[src/rtl/lpmc_cfg.svh]
/*
 constants for the low-power mode controller: mode codes, ram sizes, defaults.
 assumes inclusion by bare name from design files.
*/
`ifndef LPMC_CFG_SVH
`define LPMC_CFG_SVH
`define LPMC_MODE_W 3
`define LPMC_SEL_STATIC 3'h0
`define LPMC_SEL_RET_UP 3'h1
`define LPMC_SEL_RET_LO 3'h2
`define LPMC_SEL_LK_FULL 3'h3
`define LPMC_SEL_LK_PART 3'h4
`define LPMC_SEL_LK_NORAM 3'h5
`define LPMC_SEL_LK_DEEP 3'h6
`define LPMC_RAM_16K_KB 16
`define LPMC_RAM_32K_KB 32
`define LPMC_REGFILE_BYTES 32
`endif

[src/rtl/lpmc_pkg.sv]
/*
 types for the low-power mode controller.
 assumes lpmc_cfg.svh is on the include path.
*/
package lpmc_pkg;
   // power and recovery settings applied while asleep
   typedef struct packed {
      logic cpu_halt;
      logic lvd_en;
      logic bias_en;
      logic adc_pin_irq_en;
      logic periph_avail;
      logic wakeup_unit_en;
      logic ram_full;
      logic ram_partial;
      logic ram_part_32k;
      logic regfile_on;
      logic radio_retain;
      logic radio_gated;
      logic radio_dsm_en;
      logic pmc_analog_en;
      logic lpo_en;
      logic io_hold;
      logic bod_en;
      logic pin_wake_only;
      logic wake_by_reset;
   } lpmc_ctrl_type;
   typedef enum logic [1:0] {LPMC_RUN, LPMC_WAIT, LPMC_STOP} lpmc_state_type;
endpackage

[src/rtl/lpmc_ctrl.sv]
/*
 low-power mode controller: latches a selected stop mode and applies its
 retention, gating and recovery settings atomically on sleep entry.
 assumes processor sleep and wake strobes are synchronous to i_sys_clk.
*/
// Functional notes
// - static stop halts the processor and turns low-voltage detect off.
// - static stop keeps adc and pin interrupts and low-power peripherals alive.
// - with the converter in continuous operation biasing is off in reduced run, in wait entered from reduced run, and in static stop.
// - both retention stops keep radio logic state, the wakeup unit and peripherals, and wake by interrupt.
// - the lower retention stop keeps a 16 KB or 32 KB ram part powered.
// - full-ram leakage stop keeps all sram and radio state and wakes by reset.
// - partial-ram leakage stop keeps a 16 KB or 32 KB ram part and radio state and wakes by reset.
// - while radio logic is retained the radio deep-sleep logic may run on the 32 kHz clock.
// - no-ram leakage stop powers off sram, keeps the 32-byte register file and gates the radio.
// - from no-ram leakage stop downward the radio state is lost and the radio unavailable.
// - deepest stop turns off power analog and the oscillator, holds io and flops, wakes on pins only.
// - deepest stop exists with brown-out detection on and with it off.
// - the sleep instruction enters wait or stop according to the deep-sleep select bit.
`include "lpmc_cfg.svh"
`timescale 1ns/1ps
`default_nettype none
module lpmc_ctrl
#(
   // selection code width and retained sizes
   parameter int MODE_W = `LPMC_MODE_W,
   parameter int RAM_PART_SMALL_KB = `LPMC_RAM_16K_KB,
   parameter int RAM_PART_LARGE_KB = `LPMC_RAM_32K_KB,
   parameter int REGFILE_BYTES = `LPMC_REGFILE_BYTES
)
(
   // clock and reset
   input wire logic i_sys_clk,
   input wire logic i_rstn,
   // mode selection from software
   input wire logic [2:0] i_stop_sel,
   input wire logic i_ram_part_32k,
   input wire logic i_deep_bod_en,
   input wire logic i_deep_sleep_select,
   input wire logic i_reduced_speed_run,
   input wire logic i_dcdc_continuous,
   input wire logic i_dcdc_bypass,
   // processor sleep handshake
   input wire logic i_wait_for_interrupt_instr,
   input wire logic i_wake_irq,
   input wire logic i_wake_pin,
   // applied settings and status
   output lpmc_pkg::lpmc_ctrl_type o_ctrl,
   output lpmc_pkg::lpmc_state_type o_state,
   output logic o_wakeup_reset,
   output logic o_radio_lost,
   output logic o_sel_refused
);
   // elaboration checks: the mode decode below serves only these values
   if (MODE_W != 3)
   begin : g_bad_mode_w
      $error("lpmc_ctrl: MODE_W must be 3");
   end
   if ((RAM_PART_SMALL_KB != 16) || (RAM_PART_LARGE_KB != 32))
   begin : g_bad_ram_part
      $error("lpmc_ctrl: partial ram sizes must be 16 and 32 KB");
   end
   if (REGFILE_BYTES != 32)
   begin : g_bad_regfile
      $error("lpmc_ctrl: register file must be 32 bytes");
   end

   // run-time settings used outside sleep
   function automatic lpmc_pkg::lpmc_ctrl_type run_ctrl(input logic reduced, input logic cont);
      lpmc_pkg::lpmc_ctrl_type c;
      c = '0;
      c.lvd_en = !reduced;
      c.bias_en = !(reduced && cont);
      c.adc_pin_irq_en = 1'b1;
      c.periph_avail = 1'b1;
      c.ram_full = 1'b1;
      c.regfile_on = 1'b1;
      c.pmc_analog_en = 1'b1;
      c.lpo_en = 1'b1;
      c.io_hold = 1'b1;
      c.bod_en = 1'b1;
      return c;
   endfunction

   // per stop mode settings
   function automatic lpmc_pkg::lpmc_ctrl_type stop_ctrl(input logic [2:0] sel, input logic p32,
                                                         input logic bod, input logic cont);
      lpmc_pkg::lpmc_ctrl_type c;
      c = '0;
      c.cpu_halt = 1'b1;
      c.io_hold = 1'b1;
      c.regfile_on = 1'b1;
      c.pmc_analog_en = 1'b1;
      c.lpo_en = 1'b1;
      c.bod_en = 1'b1;
      c.periph_avail = 1'b1;
      c.bias_en = 1'b1;
      case (sel)
         `LPMC_SEL_STATIC:
         begin
            c.lvd_en = 1'b0;
            c.adc_pin_irq_en = 1'b1;
            c.ram_full = 1'b1;
            c.bias_en = !cont;
         end
         `LPMC_SEL_RET_UP, `LPMC_SEL_RET_LO:
         begin
            c.wakeup_unit_en = 1'b1;
            c.radio_retain = 1'b1;
            c.radio_dsm_en = 1'b1;
            c.ram_full = (sel == `LPMC_SEL_RET_UP);
            c.ram_partial = (sel == `LPMC_SEL_RET_LO);
            c.ram_part_32k = (sel == `LPMC_SEL_RET_LO) && p32;
         end
         `LPMC_SEL_LK_FULL, `LPMC_SEL_LK_PART:
         begin
            c.wakeup_unit_en = 1'b1;
            c.radio_retain = 1'b1;
            c.radio_dsm_en = 1'b1;
            c.ram_full = (sel == `LPMC_SEL_LK_FULL);
            c.ram_partial = (sel == `LPMC_SEL_LK_PART);
            c.ram_part_32k = (sel == `LPMC_SEL_LK_PART) && p32;
            c.wake_by_reset = 1'b1;
         end
         `LPMC_SEL_LK_NORAM:
         begin
            c.wakeup_unit_en = 1'b1;
            c.radio_gated = 1'b1;
            c.wake_by_reset = 1'b1;
         end
         default:
         begin
            c.periph_avail = 1'b0;
            c.pmc_analog_en = 1'b0;
            c.lpo_en = 1'b0;
            c.radio_gated = 1'b1;
            c.pin_wake_only = 1'b1;
            c.bod_en = bod;
            c.wake_by_reset = 1'b1;
         end
      endcase
      return c;
   endfunction

   // sleep state and the settings applied in it
   lpmc_pkg::lpmc_state_type state;
   lpmc_pkg::lpmc_state_type next_state;
   lpmc_pkg::lpmc_ctrl_type next_ctrl;
   logic next_wakeup_reset;
   // latched selection, frozen while asleep
   logic [2:0] sel;
   logic [2:0] next_sel;
   logic p32;
   logic next_p32;
   logic bod;
   logic next_bod;
   logic next_refused;
   // sticky radio state loss
   logic next_radio_lost;
   // decoded strobes
   logic wake;
   logic sel_bad;
   logic enter_stop;
   logic enter_wait;
   logic leave_stop;

   // any wake source; deepest stop narrows this to pins
   assign wake = i_wake_irq || i_wake_pin;
   // deepest stop needs bypass; otherwise fall back to no-ram stop
   assign sel_bad = (i_stop_sel > `LPMC_SEL_LK_DEEP) ||
                    ((i_stop_sel == `LPMC_SEL_LK_DEEP) && !i_dcdc_bypass);
   // sleep instruction honoured only while running
   assign enter_stop = (state == lpmc_pkg::LPMC_RUN) && i_wait_for_interrupt_instr && i_deep_sleep_select;
   assign enter_wait = (state == lpmc_pkg::LPMC_RUN) && i_wait_for_interrupt_instr && !i_deep_sleep_select;
   // deepest stop leaves on pins only, the other stops on any source
   assign leave_stop = (state == lpmc_pkg::LPMC_STOP) && (o_ctrl.pin_wake_only ? i_wake_pin : wake);

   // selection: follows software while running, frozen while asleep
   always_comb
   begin
      next_sel = sel;
      next_p32 = p32;
      next_bod = bod;
      next_refused = o_sel_refused;
      if (state == lpmc_pkg::LPMC_RUN)
      begin
         next_sel = sel_bad ? `LPMC_SEL_LK_NORAM : i_stop_sel;
         next_p32 = i_ram_part_32k;
         next_bod = i_deep_bod_en;
         next_refused = sel_bad;
      end
   end

   // selection registers
   always_ff @(posedge i_sys_clk)
   begin
      if (!i_rstn)
      begin
         sel <= `LPMC_SEL_STATIC;
         p32 <= 1'b0;
         bod <= 1'b1;
         o_sel_refused <= 1'b0;
      end
      else
      begin
         sel <= next_sel;
         p32 <= next_p32;
         bod <= next_bod;
         o_sel_refused <= next_refused;
      end
   end

   // sleep state machine; settings swap in one edge so no mix is ever seen
   always_comb
   begin
      next_state = state;
      next_ctrl = o_ctrl;
      next_wakeup_reset = 1'b0;
      case (state)
         lpmc_pkg::LPMC_RUN:
         begin
            next_ctrl = run_ctrl(i_reduced_speed_run, i_dcdc_continuous);
            if (enter_stop)
            begin
               next_state = lpmc_pkg::LPMC_STOP;
               next_ctrl = stop_ctrl(sel, p32, bod, i_dcdc_continuous);
            end
            else if (enter_wait)
            begin
               next_state = lpmc_pkg::LPMC_WAIT;
               next_ctrl.cpu_halt = 1'b1;
            end
         end
         lpmc_pkg::LPMC_WAIT:
         begin
            if (wake)
            begin
               next_state = lpmc_pkg::LPMC_RUN;
               next_ctrl.cpu_halt = 1'b0;
            end
         end
         default:
         begin
            if (leave_stop)
            begin
               next_state = lpmc_pkg::LPMC_RUN;
               next_ctrl = run_ctrl(i_reduced_speed_run, i_dcdc_continuous);
               next_wakeup_reset = o_ctrl.wake_by_reset;
            end
         end
      endcase
   end

   // sleep state registers
   always_ff @(posedge i_sys_clk)
   begin
      if (!i_rstn)
      begin
         state <= lpmc_pkg::LPMC_RUN;
         o_ctrl <= run_ctrl(1'b0, 1'b0);
         o_wakeup_reset <= 1'b0;
      end
      else
      begin
         state <= next_state;
         o_ctrl <= next_ctrl;
         o_wakeup_reset <= next_wakeup_reset;
      end
   end

   // radio loss: set on entry to no-ram stop or deeper, kept until reset
   always_comb
   begin
      next_radio_lost = o_radio_lost;
      if (enter_stop && (sel >= `LPMC_SEL_LK_NORAM))
      begin
         next_radio_lost = 1'b1;
      end
   end

   // radio loss register
   always_ff @(posedge i_sys_clk)
   begin
      if (!i_rstn)
      begin
         o_radio_lost <= 1'b0;
      end
      else
      begin
         o_radio_lost <= next_radio_lost;
      end
   end

   assign o_state = state;
endmodule // lpmc_ctrl
`default_nettype wire

[config.mk]
export PLATFORM = sky130hd
export DESIGN_NAME = lpmc_ctrl
export DESIGN_NICKNAME = d
export VERILOG_FILES = /design/src/rtl/lpmc_pkg.sv /design/src/rtl/lpmc_ctrl.sv
export VERILOG_INCLUDE_DIRS = /design/src /design/src/rtl
export SDC_FILE = /design/constraint.sdc
export NUM_CORES = 1
export LEC_CHECK = 0
export ABC_AREA = 1
export ABC_CLOCK_PERIOD_IN_PS = 1200
export BUFFER_PORTS_ARGS = -buffer_cell sky130_fd_sc_hd__buf_2
export CAP_MARGIN = 25
export CORE_MARGIN = 1
export CORE_UTILIZATION = 50
export CTS_BUF_LIST = sky130_fd_sc_hd__clkbuf_2
export CTS_CLUSTER_SIZE = 8
export DETAILED_ROUTE_END_ITERATION = 16
export HOLD_SLACK_MARGIN = 0.06
export MAX_ROUTING_LAYER = met4
export PLACE_DENSITY = 0.78
export SYNTH_ARGS = -nofsm -noshare
export SYNTH_HDL_FRONTEND = slang
export SYNTH_SLANG_ARGS = --single-unit
[constraint.sdc]
create_clock -name i_sys_clk -period 1.2 [get_ports i_sys_clk]
set_input_delay 0.18 -clock i_sys_clk [delete_from_list [all_inputs] [get_ports i_sys_clk]]
set_output_delay 0.18 -clock i_sys_clk [all_outputs]
set_load 0.01 [all_outputs]
==> results.py, run 1 <==
metrics = {
    "run_status": {
        "status": "complete, no violations",
    },
    "placement": {
        "dp.cells": 204,
        "post-place-ws_ns": -0.04204,
        "gp_congestion": 0.8544,
        "io_buffers": 35,
        "place_area_um2": 1235,
        "dp_hpwl_um": 1684,
    },
    "clock_tree": {
        "clock-sinks": 24,
        "cts-root-buf": "clkbuf_2",
        "cts.clk_slew.worst_paths_ns": 0.22,
        "cts_tree": "done",
        "clock_latency_ns": 0.34,
        "ctsLongestPathBuffers": 2,
        "cts-buffers-inserted": 3,
        "htree_levels": 1,
    },
    "final_layout": {
        "final_cell_count_no_fill": 214,
        "drive_above_1_share": 0.3743,
        "finalInstanceArea_um2": 1391,
        "nets": 202,
        "layout_commonest_cell": "buf_2",
        "syn2layout_area_growth_pct": 31.60,
        "final_cell_mix": "buf_2, nand2_1, dfxtp_1",
        "diodes": 0,
    },
    "logic_synthesis": {
        "netlist_area_um2": 1057,
        "ys_ff_latch": 24,
        "synth_area_per_cell_um2": 7.242,
        "ys_warn_count": 0,
        "yosys.area.top_type": "dfxtp_1",
        "seq_area_frac_synth": 0.4544,
        "synth_top_area_share": 0.4544,
        "synthCells": 146,
        "ys_top_cells_by_area": "dfxtp_1, nand2_1, a21oi_1",
        "yosysUniqueCellTypes": 19,
    },
    "routing": {
        "wl_per_cell_um": 11.20,
        "postRouteWirelength_um": 2396,
        "dr_total_vias": 1074,
        "drc": 0,
        "via_per_inst": 5.019,
        "ant_nets": 0,
        "dr.pass1.iters": 4,
        "drt-initial-drc-count": 19,
    },
    "floorplanning": {
        "core-area_um2": 1982,
        "placementRows": 16,
        "die-area_um2": 2303,
        "die_w_um": 47.99,
        "initial_core_util": 0.5335,
        "num_io_pins": 38,
        "chipHeight_um": 47.99,
    },
    "worst_setup_path": {
        "cp.arrival_ns": 1.46,
        "critPathMaxFanout": 8,
        "cp-start-kind": "flip-flop",
        "criticalPathCategory": "flip-flop to flip-flop",
        "critPathCaptureType": "flip-flop",
        "crit_required_ns": 1.47,
    },
    "pwr": {
        "p_total_uw": 1548,
        "ir_drop_mv": 0.8892,
        "p_per_area_nw_per_um2": 1112,
        "leakagePower_uw": 0.0006547,
    },
    "sta": {
        "rsz0062_at_grt": "yes",
        "fin_skew_ns": 0.01215,
        "finalHoldViolCount": 0,
        "max_freq_mhz": 845.7,
        "slew_violations": 0,
        "fin_crit_sh": 0.9854,
        "setup_viol": 0,
        "setup_ws_ns": 0.01757,
        "min_period_ns": 1.182,
    },
    "global_route": {
        "grt_max_degree": 16,
        "grt_overflow": 0,
        "grt_pass1_vias": 837,
        "gr-usage-all-layers": 0.2243,
        "antenna_found_initial": 0,
        "grt_pass1_wl_um": 3477,
    },
    "min_path": {
        "holdCritPathClass": "input port to flip-flop",
    },
    "flow_run": {
        "drv_cap": 0,
    },
}
flip-flops by register name, indices dropped and copies added (netlist names):
| signal | count |
|---|---|
| bod | 1 |
| o_ctrl | 14 |
| o_radio_lost | 1 |
| o_sel_refused | 1 |
| o_state | 2 |
| o_wakeup_reset | 1 |
| p32 | 1 |
| sel | 3 |
metal layers:
layer	track usage	up-vias	wire length (um)	part of all wire
met5	-	-	0	0
met4	0.05000	0	25	0.010
met3	0.04528	4	122	0.051
met2	0.3568	38	1163	0.49
met1	0.2922	487	1083	0.45
li1	-	545	-	-
metrics by stage:
step | setup TNS (ns) | utilization | hold slack, ns
final | 0 | 0.7020 | 0.09507
after global routing | -0.6098 | 0.7020 | 0.06951
after CTS | 0 | 0.6357 | 0.06100
after detailed placement | -0.1200 | 0.6231 | 0.4182
after global placement | 0 | 0.6231 | 0.4079
after floorplan | 0 | - | 0.3064
final cells by class:
cell class / count / area (um^2)
fillers: 149 / 590.6
multi-input cells: 96 / 513.0
flip-flops and latches: 24 / 488.0
repair buffers: 45 / 262.8
inverters: 18 / 75.07
well taps: 27 / 33.78
clock buffers: 3 / 15.01
clock inverters: 1 / 3.754
path summary, 6_finish.rpt:
check	start	end	slack, ns	depth (start not counted)
worst max-delay path	o_state[0]	o_ctrl[14]	0.02	6
worst min-delay path	i_stop_sel[1]	sel[1]	0.1	3
worst max register to register	o_state[0]	o_ctrl[14]	0.02	6
worst min register to register	o_radio_lost	o_radio_lost	0.48	2
cells in the mapped netlist, drive strengths merged:
library cell / instances
nand2: 30
dfxtp: 24
nand3: 18
nor2: 18
inv: 17
a21oi: 16
o21ai: 11
buf: 8
clkbuf: 1
clkinv: 1
conb: 1
nand4: 1
logic make-up after synthesis:
group                  count (synthesis)  synth area share
flip-flops                            24            0.4544
other                                  1          0.003547
AO/OA/AOI/OAI                         27            0.1278
buffers and inverters                 27            0.1266
AND/OR/NAND/NOR                       67            0.2876
critical path, stage by stage, from the launching register on:
cell     delay, ns
dfxtp_4       0.41
nor2_4        0.20
nand3_4       0.18
inv_6         0.13
nand2_2       0.06
o21ai_1       0.07
nand2_1       0.05
what timing repair did:
item | CTS | global route
endpoints found under the hold margin | 0 | 2
resized for setup | 3 | 30
buffers inserted | 0 | 4
cloned | 0 | 0
endpoints found under the setup margin | 13 | 20
pin swaps | 0 | 7
hold buffers | 0 | 2
where the power goes:
| part | internal, uW | switching [uW] |
|---|---|---|
| Sequential | 843 | 33.4 |
| Combinational | 143 | 217 |
| Clock | 72.5 | 238 |
| Total | 1060 | 488 |
Power figures use the tool's default switching activity.
==> run 2: changes to the inputs <==
CORE_MARGIN = 4   (was 1)
==> run 2 against run 1 <==
Against the previous run:
- fmax increased by 2.6%
- sequential cell count unchanged
- first-iteration DRC count increased by 26%
- routed wire length decreased by 3.7%
- via count decreased by 5.0%
- utilization decreased by 2.9 points
- hold slack got worse by 0.011 ns
- critical path depth unchanged
- clock skew decreased by 0.0023 ns
- combinational power decreased by 8.1%
- largest cell class is now sequential cells
==> results.py, run 2 (synthesis gave the netlist of run 1 again) <==
metrics = {
    "worst_setup_path": {
        "cp-start-kind": "flip-flop",
        "cp.arrival_ns": 1.43,
        "critPathCaptureType": "flip-flop",
        "critPathMaxFanout": 12,
        "criticalPathCategory": "flip-flop to flip-flop",
        "reg2reg_slack_ns": 0.05,
        "crit_required_ns": 1.48,
    },
    "sta": {
        "fin_crit_sh": 0.9603,
        "fin_skew_ns": 0.009831,
        "min_period_ns": 1.152,
        "rsz0062_at_grt": "yes",
        "setup_tns_ns": 0,
        "finalHoldViolCount": 0,
        "max_freq_mhz": 867.8,
        "slew_violations": 0,
        "setup_ws_ns": 0.04767,
        "setup_viol": 0,
    },
    "routing": {
        "dr.pass1.iters": 4,
        "drt-met1-wl_um": 1002,
        "drt-initial-drc-count": 24,
        "postRouteWirelength_um": 2308,
        "ant_nets": 0,
        "via_per_inst": 4.834,
        "wl_met2_um": 1103,
        "wl_per_cell_um": 10.94,
        "drc": 0,
        "routed-wl-met3_um": 159,
        "dr_total_vias": 1020,
        "top_layer_used": "met4",
    },
    "global_route": {
        "grt_overflow": 0,
        "antenna_found_initial": 0,
        "grt_pass1_wl_um": 3684,
        "gr-usage-all-layers": 0.1785,
        "grt_max_degree": 14,
        "grt_pass1_vias": 910,
    },
    "final_layout": {
        "largest_reg_flops": 14,
        "fillers": 179,
        "diodes": 0,
        "layout_commonest_cell": "buf_2",
        "syn2layout_area_growth_pct": 26.15,
        "final_cell_mix": "buf_2, nand2_1, dfxtp_1",
        "drive_above_1_share": 0.3152,
        "finalInstanceArea_um2": 1334,
        "final_cell_count_no_fill": 211,
        "nets": 199,
        "top_register": "o_ctrl",
    },
    "placement": {
        "place_area_um2": 1247,
        "io_buffers": 35,
        "dp.cells": 204,
        "dp_hpwl_um": 1784,
        "post-place-ws_ns": -0.008384,
        "gp_congestion": 0.8136,
    },
    "floorplanning": {
        "core-area_um2": 1982,
        "die-area_um2": 2914,
        "chipHeight_um": 53.99,
        "die_w_um": 53.99,
        "num_io_pins": 38,
        "initial_core_util": 0.5335,
        "placementRows": 16,
    },
    "clock_tree": {
        "cts-root-buf": "clkbuf_2",
        "ctsLongestPathBuffers": 2,
        "clock_latency_ns": 0.33,
        "htree_levels": 1,
        "clock-sinks": 24,
        "cts.clk_slew.worst_paths_ns": 0.21,
        "cts-buffers-inserted": 3,
        "cts_tree": "done",
        "post-cts-setup-buffers": 0,
    },
    "flow_run": {
        "drv_cap": 0,
    },
    "pwr": {
        "ir_drop_mv": 0.7890,
        "p_per_area_nw_per_um2": 1133,
        "p_total_uw": 1511,
        "leakagePower_uw": 0.0006425,
    },
    "run_status": {
        "status": "complete, no violations",
    },
    "min_path": {
        "holdCritPathClass": "input port to flip-flop",
    },
}
[run 2: final timing paths]
| path | from | to | cells past startpoint |
|---|---|---|---|
| worst max-delay path | o_state[0] | o_ctrl[8] | 6 |
| worst min-delay path | i_stop_sel[1] | sel[1] | 3 |
| worst max register to register | o_state[0] | o_ctrl[8] | 6 |
| worst min register to register | o_radio_lost | o_radio_lost | 2 |
[run 2: layout make-up]
cell class	count	area (um^2)	area share
clock buffers	3	15.01	0.01126
clock inverters	1	3.754	0.002814
inverters	18	68.82	0.05159
multi-input cells	96	479.2	0.3593
flip-flops and latches	24	486.7	0.3649
well taps	27	33.78	0.02533
repair buffers	42	246.5	0.1848
[run 2: per-layer routing]
layer | GRT usage | vias to the layer above
met2 | 0.3044 | 33
met3 | 0.02770 | 5
met5 | - | -
li1 | - | 536
met1 | 0.2020 | 446
met4 | 0.08714 | 0
[run 2: timing repair]
| item | CTS | global route |
|---|---|---|
| hold buffers | 2 | 0 |
| endpoints found under the hold margin | 2 | 0 |
| cloned | 0 | 1 |
| resized for setup | 1 | 13 |
| endpoints found under the setup margin | 2 | 13 |
| pin swaps | 0 | 4 |
[run 2: critical path, stage by stage, from the launching register on]
cell,delay (ns)
dfxtp_2,0.41
nor2_4,0.17
inv_2,0.11
buf_12,0.15
nor2_1,0.09
nand2_1,0.05
a21oi_1,0.11
[run 2: report_power, final]
part | switching, uW | internal (uW) | leakage, uW
logic | 196 | 135 | 0.000430
clock network | 230 | 72.5 | 0.0000140
registers | 32.8 | 845 | 0.000198
[run 2: metrics by stage]
step / hold WS [ns] / utilization
6_report: 0.08374 / 0.6730
5_1_grt: 0.09168 / 0.6730
4_1_cts: 0.09003 / 0.6496
3_5_place_dp: 0.4136 / 0.6294
3_3_place_gp: 0.4042 / 0.6294
2_1_floorplan: 0.3064 / -
